[src/include/dcg_pkg.sv]
// Purpose: Shared constants and types of the dual oscillator clock generator
// Assumes: Control register bits are plain ports, no bus
// Notes: Bit positions follow the processor clock control register layout
package dcg_pkg;
   // Processor clock control register
   localparam logic [7:0] CTRL_RESET = 8'h04;
   localparam int DIV_LSB = 0;
   localparam int DIV_MSB = 2;
   localparam int SRC_SEL_BIT = 4;
   localparam int STATUS_BIT = 5;
   localparam int FB_DIS_BIT = 6;
   localparam int OSC_STOP_BIT = 7;
   // Writable bits: status bit 5 and unused bit 3 are not stored
   localparam logic [7:0] CTRL_WR_MASK = 8'hd7;

   // CPU and peripheral clock division
   localparam logic [2:0] DIV_SLOWEST = 3'h4;
   localparam int DIV_STAGES = 5;
   localparam logic [4:0] DIV_MAX_MASK = 5'h1f;

   // Old-clock CPU ticks run before a new selection takes hold
   localparam logic [7:0] SWITCH_DELAY_INSTR = 8'h10;

   typedef enum logic [2:0] {
      DCG_RUN  = 3'h1,
      DCG_HALT = 3'h2,
      DCG_STOP = 3'h4
   } dcg_mode_e;
endpackage

[src/hdl/dcg_edge_sync.sv]
// Purpose: Brings an oscillator pin into the reference domain, flags rising edges
// Assumes: Pin toggles well below half the reference rate
// Notes: First stage feeds only the second stage
`timescale 1ns/10ps
module dcg_edge_sync (
   input wire logic i_ref_clk,
   input wire logic i_reset,
   input wire logic i_pin,
   output logic o_rise
);
   typedef struct packed {
      logic meta;
      logic sync;
      logic prev;
      logic rise;
   } dcg_sync_s;

   dcg_sync_s s_r;
   dcg_sync_s s_nxt;

   always_comb begin
      s_nxt = s_r;
      s_nxt.meta = i_pin;
      s_nxt.sync = s_r.meta;
      s_nxt.prev = s_r.sync;
      s_nxt.rise = s_r.sync & ~s_r.prev;
   end

   always_ff @(posedge i_ref_clk) begin
      if (i_reset) begin
         s_r <= '0;
      end else begin
         s_r <= s_nxt;
      end
   end

   assign o_rise = s_r.rise;
endmodule

[src/hdl/dcg_prescaler.sv]
// Purpose: Divides main clock ticks into a ladder of peripheral ticks
// Assumes: i_tick is a one-cycle pulse per main clock period
// Notes: Stage k ticks once every 2^(k+1) main clocks
`timescale 1ns/10ps
module dcg_prescaler #(
   parameter int STAGES = dcg_pkg::DIV_STAGES
) (
   input wire logic i_ref_clk,
   input wire logic i_reset,
   input wire logic i_tick,
   input wire logic i_run,
   output logic [STAGES-1:0] o_tick
);
   typedef struct packed {
      logic [STAGES-1:0] cnt;
      logic [STAGES-1:0] tick;
   } dcg_pre_s;

   dcg_pre_s s_r;
   dcg_pre_s s_nxt;
   logic [STAGES-1:0] tick_w;

   genvar k;
   generate
      for (k = 0; k < STAGES; k++) begin : g_stage
         assign tick_w[k] = i_tick & i_run & (&s_r.cnt[k:0]);
      end
   endgenerate

   always_comb begin
      s_nxt = s_r;
      s_nxt.tick = tick_w;
      if (!i_run) begin
         s_nxt.cnt = '0;
      end else if (i_tick) begin
         s_nxt.cnt = s_r.cnt + STAGES'(1);
      end
   end

   always_ff @(posedge i_ref_clk) begin
      if (i_reset) begin
         s_r <= '0;
      end else begin
         s_r <= s_nxt;
      end
   end

   assign o_tick = s_r.tick;
endmodule

[src/hdl/dcg_clock_gen.sv]
// Purpose: Clock generator core: CPU clock selection, division, standby and oscillator stop
// Assumes: Both oscillator pins are slow against i_ref_clk; ticks are enable pulses
// Notes: Functional notes
`timescale 1ns/10ps
module dcg_clock_gen #(
   parameter logic [7:0] SWITCH_DELAY = dcg_pkg::SWITCH_DELAY_INSTR
) (
   input wire logic i_ref_clk,
   input wire logic i_reset,
   input wire logic i_main_osc_in,
   input wire logic i_sub_osc_in,
   input wire logic i_ctrl_wr,
   input wire logic [7:0] i_ctrl_wdata,
   output logic [7:0] o_ctrl_rdata,
   input wire logic i_stop_req,
   input wire logic i_halt_req,
   input wire logic i_wake,
   output logic o_stop_refused,
   output logic o_stop_mode,
   output logic o_halt_mode,
   output logic o_main_osc_enable,
   output logic o_main_osc_out,
   output logic o_main_osc_out_oe_n,
   output logic o_feedback_resistor_disable,
   output logic o_active_clock_status,
   output logic o_cpu_tick,
   output logic [dcg_pkg::DIV_STAGES-1:0] o_periph_tick,
   output logic o_watch_tick,
   output logic o_clkout_tick,
   output logic o_wdt_count_en
);
   typedef struct packed {
      dcg_pkg::dcg_mode_e mode;
      logic [7:0] ctrl;
      logic on_sub;
      logic [2:0] div_act;
      logic pend;
      logic [7:0] pend_cnt;
      logic [4:0] cpu_cnt;
      logic cpu_tick;
      logic sub_tick;
   } dcg_state_s;

   localparam dcg_state_s RESET_STATE = '{
      mode: dcg_pkg::DCG_RUN,
      ctrl: dcg_pkg::CTRL_RESET,
      on_sub: 1'h0,
      div_act: dcg_pkg::DIV_SLOWEST,
      pend: 1'h0,
      pend_cnt: 8'h00,
      cpu_cnt: 5'h00,
      cpu_tick: 1'h0,
      sub_tick: 1'h0
   };

   dcg_state_s s_r;
   dcg_state_s s_nxt;
   logic main_rise;
   logic sub_rise;
   logic osc_run;
   logic main_tick;
   logic tick_raw;
   logic [2:0] div_eff;
   logic [4:0] cpu_limit;

   // Pin pairs carry one clock and its complement; only the first pin is sampled
   dcg_edge_sync u_main_sync (
      .i_ref_clk(i_ref_clk),
      .i_reset(i_reset),
      .i_pin(i_main_osc_in),
      .o_rise(main_rise)
   );

   dcg_edge_sync u_sub_sync (
      .i_ref_clk(i_ref_clk),
      .i_reset(i_reset),
      .i_pin(i_sub_osc_in),
      .o_rise(sub_rise)
   );

   // Main oscillation stops in reset, in stop standby, or once the stop bit
   // meets subsystem operation
   assign osc_run = ~(i_reset
      | (s_r.on_sub & s_r.ctrl[dcg_pkg::OSC_STOP_BIT])
      | (s_r.mode == dcg_pkg::DCG_STOP));
   assign main_tick = main_rise & osc_run;

   // Peripheral ladder runs from main ticks only
   dcg_prescaler #(
      .STAGES(dcg_pkg::DIV_STAGES)
   ) u_prescaler (
      .i_ref_clk(i_ref_clk),
      .i_reset(i_reset),
      .i_tick(main_tick),
      .i_run(osc_run),
      .o_tick(o_periph_tick)
   );

   // Reserved encodings fall back to the slowest division
   assign div_eff = (s_r.div_act > dcg_pkg::DIV_SLOWEST) ? dcg_pkg::DIV_SLOWEST
                                                          : s_r.div_act;
   assign cpu_limit = dcg_pkg::DIV_MAX_MASK >> (dcg_pkg::DIV_SLOWEST - div_eff);

   always_comb begin
      s_nxt = s_r;
      tick_raw = 1'h0;
      s_nxt.cpu_tick = 1'h0;
      s_nxt.sub_tick = sub_rise;

      // CPU clock from the active source
      if (s_r.on_sub) begin
         tick_raw = sub_rise;
      end else if (main_tick) begin
         if (s_r.cpu_cnt >= cpu_limit) begin
            s_nxt.cpu_cnt = 5'h00;
            tick_raw = 1'h1;
         end else begin
            s_nxt.cpu_cnt = s_r.cpu_cnt + 5'h01;
         end
      end
      s_nxt.cpu_tick = tick_raw & (s_r.mode == dcg_pkg::DCG_RUN);

      // Switchover lands on an old-clock tick and restarts the new divider,
      // so neither the last old period nor a first new main-clock period is cut short; a first subsystem period can be
      if (s_r.pend && tick_raw && (s_r.mode == dcg_pkg::DCG_RUN)) begin
         if (s_r.pend_cnt <= 8'h01) begin
            s_nxt.pend = 1'h0;
            s_nxt.pend_cnt = 8'h00;
            s_nxt.on_sub = s_r.ctrl[dcg_pkg::SRC_SEL_BIT];
            s_nxt.div_act = s_r.ctrl[dcg_pkg::DIV_MSB:dcg_pkg::DIV_LSB];
            s_nxt.cpu_cnt = 5'h00;
         end else begin
            s_nxt.pend_cnt = s_r.pend_cnt - 8'h01;
         end
      end

      // A write restarts the wait; the status bit is not writable
      // A write landing on a switch cycle supersedes that switch: last write wins
      if (i_ctrl_wr) begin
         s_nxt.ctrl = i_ctrl_wdata & dcg_pkg::CTRL_WR_MASK;
         s_nxt.on_sub = s_r.on_sub;
         s_nxt.div_act = s_r.div_act;
         s_nxt.pend = 1'h1;
         s_nxt.pend_cnt = SWITCH_DELAY;
      end

      // Standby control
      case (s_r.mode)
         dcg_pkg::DCG_RUN: begin
            if (i_stop_req && !s_r.on_sub) begin
               s_nxt.mode = dcg_pkg::DCG_STOP;
            end else if (i_halt_req) begin
               s_nxt.mode = dcg_pkg::DCG_HALT;
            end
         end
         dcg_pkg::DCG_HALT: begin
            if (i_wake) begin
               s_nxt.mode = dcg_pkg::DCG_RUN;
            end
         end
         dcg_pkg::DCG_STOP: begin
            if (i_wake) begin
               s_nxt.mode = dcg_pkg::DCG_RUN;
            end
         end
         default: begin
            s_nxt.mode = dcg_pkg::DCG_RUN;
         end
      endcase
   end

   always_ff @(posedge i_ref_clk) begin
      if (i_reset) begin
         s_r <= RESET_STATE;
      end else begin
         s_r <= s_nxt;
      end
   end

   // Stop standby is refused while the subsystem clock is active
   assign o_stop_refused = i_stop_req & s_r.on_sub & (s_r.mode == dcg_pkg::DCG_RUN);
   assign o_stop_mode = (s_r.mode == dcg_pkg::DCG_STOP);
   assign o_halt_mode = (s_r.mode == dcg_pkg::DCG_HALT);
   assign o_ctrl_rdata = {s_r.ctrl[7:6], s_r.on_sub, s_r.ctrl[4:0]};
   assign o_active_clock_status = s_r.on_sub;
   assign o_main_osc_enable = osc_run;
   // Second main pin is pulled high only while main oscillation is stopped
   assign o_main_osc_out = 1'h1;
   assign o_main_osc_out_oe_n = osc_run;
   assign o_feedback_resistor_disable = s_r.ctrl[dcg_pkg::FB_DIS_BIT];
   assign o_cpu_tick = s_r.cpu_tick;
   assign o_watch_tick = s_r.sub_tick;
   assign o_clkout_tick = s_r.sub_tick;
   assign o_wdt_count_en = ~s_r.on_sub;
endmodule

[config.mk]
export PLATFORM = sky130hd
export DESIGN_NAME = dcg_clock_gen
export DESIGN_NICKNAME = d
export VERILOG_FILES = /design/src/include/dcg_pkg.sv /design/src/hdl/dcg_edge_sync.sv /design/src/hdl/dcg_prescaler.sv /design/src/hdl/dcg_clock_gen.sv
export SDC_FILE = /design/constraint.sdc
export NUM_CORES = 1
export LEC_CHECK = 0
export BUFFER_PORTS_ARGS = -buffer_cell sky130_fd_sc_hd__buf_2
export CAP_MARGIN = 20
export CELL_PAD_IN_SITES_DETAIL_PLACEMENT = 1
export CELL_PAD_IN_SITES_GLOBAL_PLACEMENT = 1
export CORE_ASPECT_RATIO = 0.9
export CORE_UTILIZATION = 44
export DETAILED_ROUTE_END_ITERATION = 12
export PLACE_DENSITY_LB_ADDON = 0.1
export SLEW_MARGIN = 20
export SYNTH_ARGS = -nofsm -noshare
export SYNTH_HDL_FRONTEND = slang
export SYNTH_SLANG_ARGS = --single-unit
[constraint.sdc]
create_clock -name i_ref_clk -period 4.95 [get_ports i_ref_clk]
set_input_delay 0.495 -clock i_ref_clk [delete_from_list [all_inputs] [get_ports i_ref_clk]]
set_output_delay 0.495 -clock i_ref_clk [all_outputs]
set_load 0.05 [all_outputs]
# Yosys cells after proc, flatten, opt, wreduce, memory -nomap -nowiden
# Index checks and enable logic that the tools add are counted.
[word_totals]
regBits = 47
wordCells = 85
[op_classes]
add_sub_neg = 4
magnitude_cmp = 3
eq_ne = 5
n_shift = 1
mux = 16
bitwise_logic = 20
n_reduce_logical = 16
[ops]
columns = ["operator", "count"]
rows = [
  ["2-to-1 mux 5 bit", 4],
  ["2-to-1 mux 14 bit", 1],
  ["AND 1 bit", 13],
  ["2-to-1 mux 3 bit", 4],
  ["adder 5 x 1 -> 5 bit, second input constant", 2],
  ["2-to-1 mux 9 bit", 1],
  ["less-or-equal comparator 8 x 1 -> 1 bit, second input constant", 1],
  ["2-to-1 mux 8 bit", 1],
  ["subtractor 8 x 1 -> 8 bit, second input constant", 1],
  ["one-hot mux 3 bit (2 select lines)", 1],
  ["AND reduction 2 bit", 3],
  ["AND reduction 3 bit", 2],
  ["OR reduction 2 bit", 3],
  [">= comparator 5 bit", 1],
  ["NOT 1 bit", 5],
  ["AND reduction 5 bit", 1],
  [">> shifter 5 x 3 -> 5 bit, first input constant", 1],
  ["2-to-1 mux 1 bit", 4],
  ["AND reduction 4 bit", 1],
  ["nonzero test 2 bit", 2],
  ["== test 3 x 1 -> 1 bit, second input constant", 1],
  ["== test 3 x 2 -> 1 bit, second input constant", 1],
  ["== test 3 bit, second input constant", 1],
  ["> comparator 3 bit, second input constant", 1],
  ["other kinds (6)", 9],
]

# Depth between registers and ports, before layout
[logic_depth]
word_depth = 12
depth_mapped = 12

# By module
# Synthesis repeated with hierarchy kept, for this count alone.
[hier_totals]
hier_cells = 237
hier_area_um2 = 2247.2
[by_module_without_submodules]
columns = ["mod", "instances", "cells_each", "area_per_inst_um2"]
rows = [
  ["dcg_clock_gen", 1, 182, 1606.5],
  ["dcg_prescaler", 1, 39, 417.9],
  ["dcg_edge_sync", 2, 8, 111.4],
]

# Worst setup path before layout
# No wires, ideal clock.
[synth_timing]
path_kind = "register to register"
from = "register s_r[18] in the netlist's numbering"
to = "register s_r (netlist bit o_active_clock_status)"
setup_ns = 0.128
t_arrival_ns = 2.304
path_slack_ns = 2.519
path_stages_with_launch = 13
cell_sequence = "dfxtp_1 > inv_1 > nand2_1 > ha_1 > xor2_1 > nand2b_1 > ha_1 > nor2b_1 > o21ai_0 > a31oi_1 > nor4_4 > mux2i_1 > nor2_1"
[synth_between]
elab_chain_cells = 11
[synth_rtl]
columns = ["item", "line_no", "source"]
rows = [
  ["start, declared", "dcg_clock_gen.sv:56", "dcg_state_s s_r;"],
  ["start signal, assigned", "dcg_clock_gen.sv:176", "s_r <= s_nxt;"],
  ["> comparator 3 bit", "dcg_clock_gen.sv:100", "assign div_eff = (s_r.div_act > dcg_pkg::DIV_SLOWEST) ? dcg_pkg::DIV_SLOWEST"],
  ["2-to-1 mux 3 bit *", "dcg_clock_gen.sv:100", ""],
  ["subtractor 3 bit *", "dcg_clock_gen.sv:102", "assign cpu_limit = dcg_pkg::DIV_MAX_MASK >> (dcg_pkg::DIV_SLOWEST - div_eff);"],
  [">> shifter 5 x 3 -> 5 bit *", "dcg_clock_gen.sv:102", ""],
  [">= comparator 5 bit *", "dcg_clock_gen.sv:114", "if (s_r.cpu_cnt >= cpu_limit) begin"],
  ["2-to-1 mux 1 bit *", "dcg_clock_gen.sv:114", ""],
  ["2-to-1 mux 1 bit *", "dcg_clock_gen.sv:113", "end else if (main_tick) begin"],
  ["2-to-1 mux 1 bit *", "dcg_clock_gen.sv:111", "if (s_r.on_sub) begin"],
  ["logical AND 1 bit * (2 in a row)", "dcg_clock_gen.sv:125", "if (s_r.pend && tick_raw && (s_r.mode == dcg_pkg::DCG_RUN)) begin"],
  ["AND reduction 3 bit (no line) *", "--", ""],
]
# Mark *: on every way between the ends. The rest lies on a longest branch, timed or not.
# A chain may end at the register's enable or synchronous reset.

# Final worst setup path
[layout_timing]
from = "register s_r[18] in the netlist's numbering"
to = "register s_r[8] in the netlist's numbering"
[layout_between]
elab_chain_cells = 10
[layout_rtl]
columns = ["item", "line_no"]
rows = [
  ["> comparator 3 bit", "dcg_clock_gen.sv:100"],
  ["2-to-1 mux 3 bit *", "dcg_clock_gen.sv:100"],
  ["subtractor 3 bit *", "dcg_clock_gen.sv:102"],
  [">> shifter 5 x 3 -> 5 bit *", "dcg_clock_gen.sv:102"],
  [">= comparator 5 bit *", "dcg_clock_gen.sv:114"],
  ["2-to-1 mux 1 bit *", "dcg_clock_gen.sv:114"],
  ["2-to-1 mux 1 bit *", "dcg_clock_gen.sv:113"],
  ["2-to-1 mux 1 bit *", "dcg_clock_gen.sv:111"],
  ["logical AND 1 bit * (2 in a row)", "dcg_clock_gen.sv:125"],
]
# Marks and branches as above.

==> metrics.md <==
| Metric | Value |
|---|---|
| Htree depth | `2` |
| CP Cell Sequence | `inv_1 > nand2_1 > ha_1 > xor2_1 > or2_2 > ha_1 > a21oi_1 > nand2_1 > a31o_2 > nand3_1 > nand3b_1 > a211oi_1` |
| First-pass GRT wire length | `7.22 mm` |
| Critical path type | `reg -> reg` |
| RSZ-0062 raised after global routing | `false` |
| Worst reg-to-reg path cell count | `12` |
| Synthesis-stage register bit count | `47` |
| PwrDens | `293 nW/um2` |
| CTS Buffer Depth | `2` |
| GRT Util Overall | `17.9%` |
| Post-Syn Nets | `263` |
| Clk pin slew, worst setup/hold paths | `0.10 ns` |
| Row count | `23` |
| Share of post-route cells with drive strength above 1 | `18.7%` |
| Post-route core utilization | `51.7%` |
| Maximum fanout along the worst path | `7` |
| Core box area | `4600 um2` |
| Sequential-to-total area share from yosys stat | `43.2%` |
| Routability congestion estimate | `0.845` |
| Post-CTS sizing | `0` |
| Max Cap Viol | `0` |
| CTS Hold Bufs | `0` |
| Endpoints failing setup | `0` |
| Placed Instances | `311` |
| Synth unique cells | `40` |
| Final Hold Vio Count | `0` |
| Worst-margin pin slew | `0.782 ns` |
| Mapped Area | `2180 um2` |
| Grt total ovfl | `0` |
| Slew HR | `47.1%` |
| Remaining antenna violation count after routing | `0` |
| CP peak stage delay | `0.34 ns` |
| Final net count | `285` |
| Design area | `2380 um2` |
| Async set-reset flop share out of synthesis | `0%` |
| Drt wl/cell | `13.4 um` |
| Crit end category | `flip-flop` |
| Clock Latency Late Sink | `0.30 ns` |
| Post-Synthesis Cells | `234` |
| Post-CTS Setup Bufs | `0` |
| CTS buffer count | `5` |
| First DRT Iteration DRCs | `53` |
| Number of warnings issued by yosys | `0` |
| Final worst setup slack | `2.01 ns` |
| Die W | `76.1 um` |
| TritonCTS Sinks | `47` |
| Slowest cell on the critical path | `dfxtp_1` |
| Post-Place Setup Slack | `2.04 ns` |
| Initial antenna violation count | `0` |
| Worst min-delay path category | `reg -> reg` |
| Die Area | `5230 um2` |
| Status | `finished, final reports clean` |
| Vias per Instance | `5.10` |
| Hold path depth | `1` |
| Initial Util | `47.3%` |
| Layout Area Growth over Synthesis | `9.49%` |
| Most common flop cell mapped by yosys | `dfxtp_1` |
| Final Max Tran Viols | `0` |
| Final worst path period share | `59.5%` |
| CP Launch Type | `flip-flop` |
| CP arrival | `3.15 ns` |
| Drt first pass iters | `4` |
| Non-filler cells, final | `319` |
| DR DRC count | `0` |
| Port Buffers | `36` |
| I/O pin cnt | `41` |
| Final HPWL DP | `3.26 mm` |
| Largest net degree at the start of global routing | `27` |
| Routed vias | `1628` |
| Final Critical Period | `2.94 ns` |
| Post-Syn Area per Cell | `9.30 um2` |
| Routed WL | `4.26 mm` |
| Clk_skew | `0.0147 ns` |
| Peak supply drop | `160 uV` |
| Chip height | `68.7 um` |
| CTS tree | `done` |
| Root Driver | `clkbuf_8` |
| Dpl cell area | `2290 um2` |
| Number of global-route vias before repair | `1527` |
| Number of enable-type register cells in the synthesized netlist | `0` |
| N_diodes | `0` |
| Setup TNS | `0 ns` |
| FMAX | `0.340 GHz` |
| Worst Path Required | `5.16 ns` |
| LEAKAGE | `0.00105 uW` |
cell usage after synthesis, drive strengths merged (5+ instances only):
master	n	share of area [%]
nor2	32	5.5
nor3	5	1.1
buf	17	5.8
dfxtp	47	43
nand2	13	2.2
inv	8	1.4
mux2i	12	5.5
nor2b	11	3.2
nand4	6	1.7
ha	13	7.5
and3	8	2.3
xor2	10	4.0
a21oi	11	2.5
area by class of cell:
| class | instances | area (um2) |
|---|---|---|
| multi-input cells | 158 | 1060 |
| fillers | 549 | 2220 |
| inverters | 8 | 30.0 |
| clock inverters | 2 | 16.3 |
| well taps | 62 | 77.6 |
| flip-flops and latches | 47 | 941 |
| repair buffers | 36 | 180 |
| clock buffers | 6 | 72.6 |
cells in the final DEF, fill, tap and decap left out, drive strengths merged, types with 9 or more instances in the layout:
cell type and n:
a21oi 11, inv 9, nor2b 11, xor2 10
ha 13, dfxtp 47, mux2i 12, buf 36
nand2 13, nor2 32
state kept, by name, summed over array words and instances (netlist names), 2 cells and up:
name / flops
u_prescaler.s_r: 5
u_prescaler.o_tick: 5
u_main_sync.s_nxt: 2
s_r: 20
u_sub_sync.s_nxt: 2
o_ctrl_rdata: 6
cell families (layout without fill, tap and decap cells):
kind of cell	count (synthesis)	count (layout)	share of synthesized area, %
DFF	47	47	43.2
buffers and inverters	29	52	7.82
and+or+nand+nor	95	95	23.9
other	2	2	0.345
AOI/OAI and AO/OA	24	24	6.84
muxes	12	12	5.52
adders and majority gates	13	13	7.48
xor gates and xnor gates	12	12	4.83
per-layer routing:
layer	track usage (%)	up-vias	wire [um]
li1	-	826	-
met1	23.4	765	2200
met2	29.8	31	1870
met3	4.21	6	158
met4	5.53	0	34
met5	0	-	0
where the power goes:
group | internal, uW | total, uW | switching, uW
clock network | 102 | 234 | 132
logic | 22.0 | 68.2 | 46.3
registers | 387 | 395 | 8.16
worst paths after layout:
path,end,slack [ns],from
min reg2reg,u_sub_sync.o_rise$_SDFF_PP0_,0.38,u_sub_sync.s_r[1]$_SDFF_PP0_
max reg2reg,s_r[8]$_SDFFE_PP0P_,2.01,s_r[18]$_SDFFE_PP1P_
max,s_r[8]$_SDFFE_PP0P_,2.01,s_r[18]$_SDFFE_PP1P_
min,u_sub_sync.o_rise$_SDFF_PP0_,0.38,u_sub_sync.s_r[1]$_SDFF_PP0_
worst max-delay path: cells and delay by family (launching register included):
| kind | cells | cell delay, ns |
|---|---|---|
| AND/OR/NAND/NOR | 5 | 0.93 |
| XOR/XNOR | 1 | 0.18 |
| buffers and inverters | 1 | 0.14 |
| AO/OA/AOI/OAI | 3 | 0.83 |
| adder cells (fa/ha/maj) | 2 | 0.42 |
| flip-flops | 1 | 0.34 |
metrics by stage:
step | power, uW | hold slack [ns]
floorplan | 461 | 0.367
global placement | 472 | 0.374
detailed placement | 473 | 0.381
CTS | 706 | 0.389
global route | 732 | 0.401
finish | 697 | 0.384
Note: power is estimated with default switching activity, not from simulation.
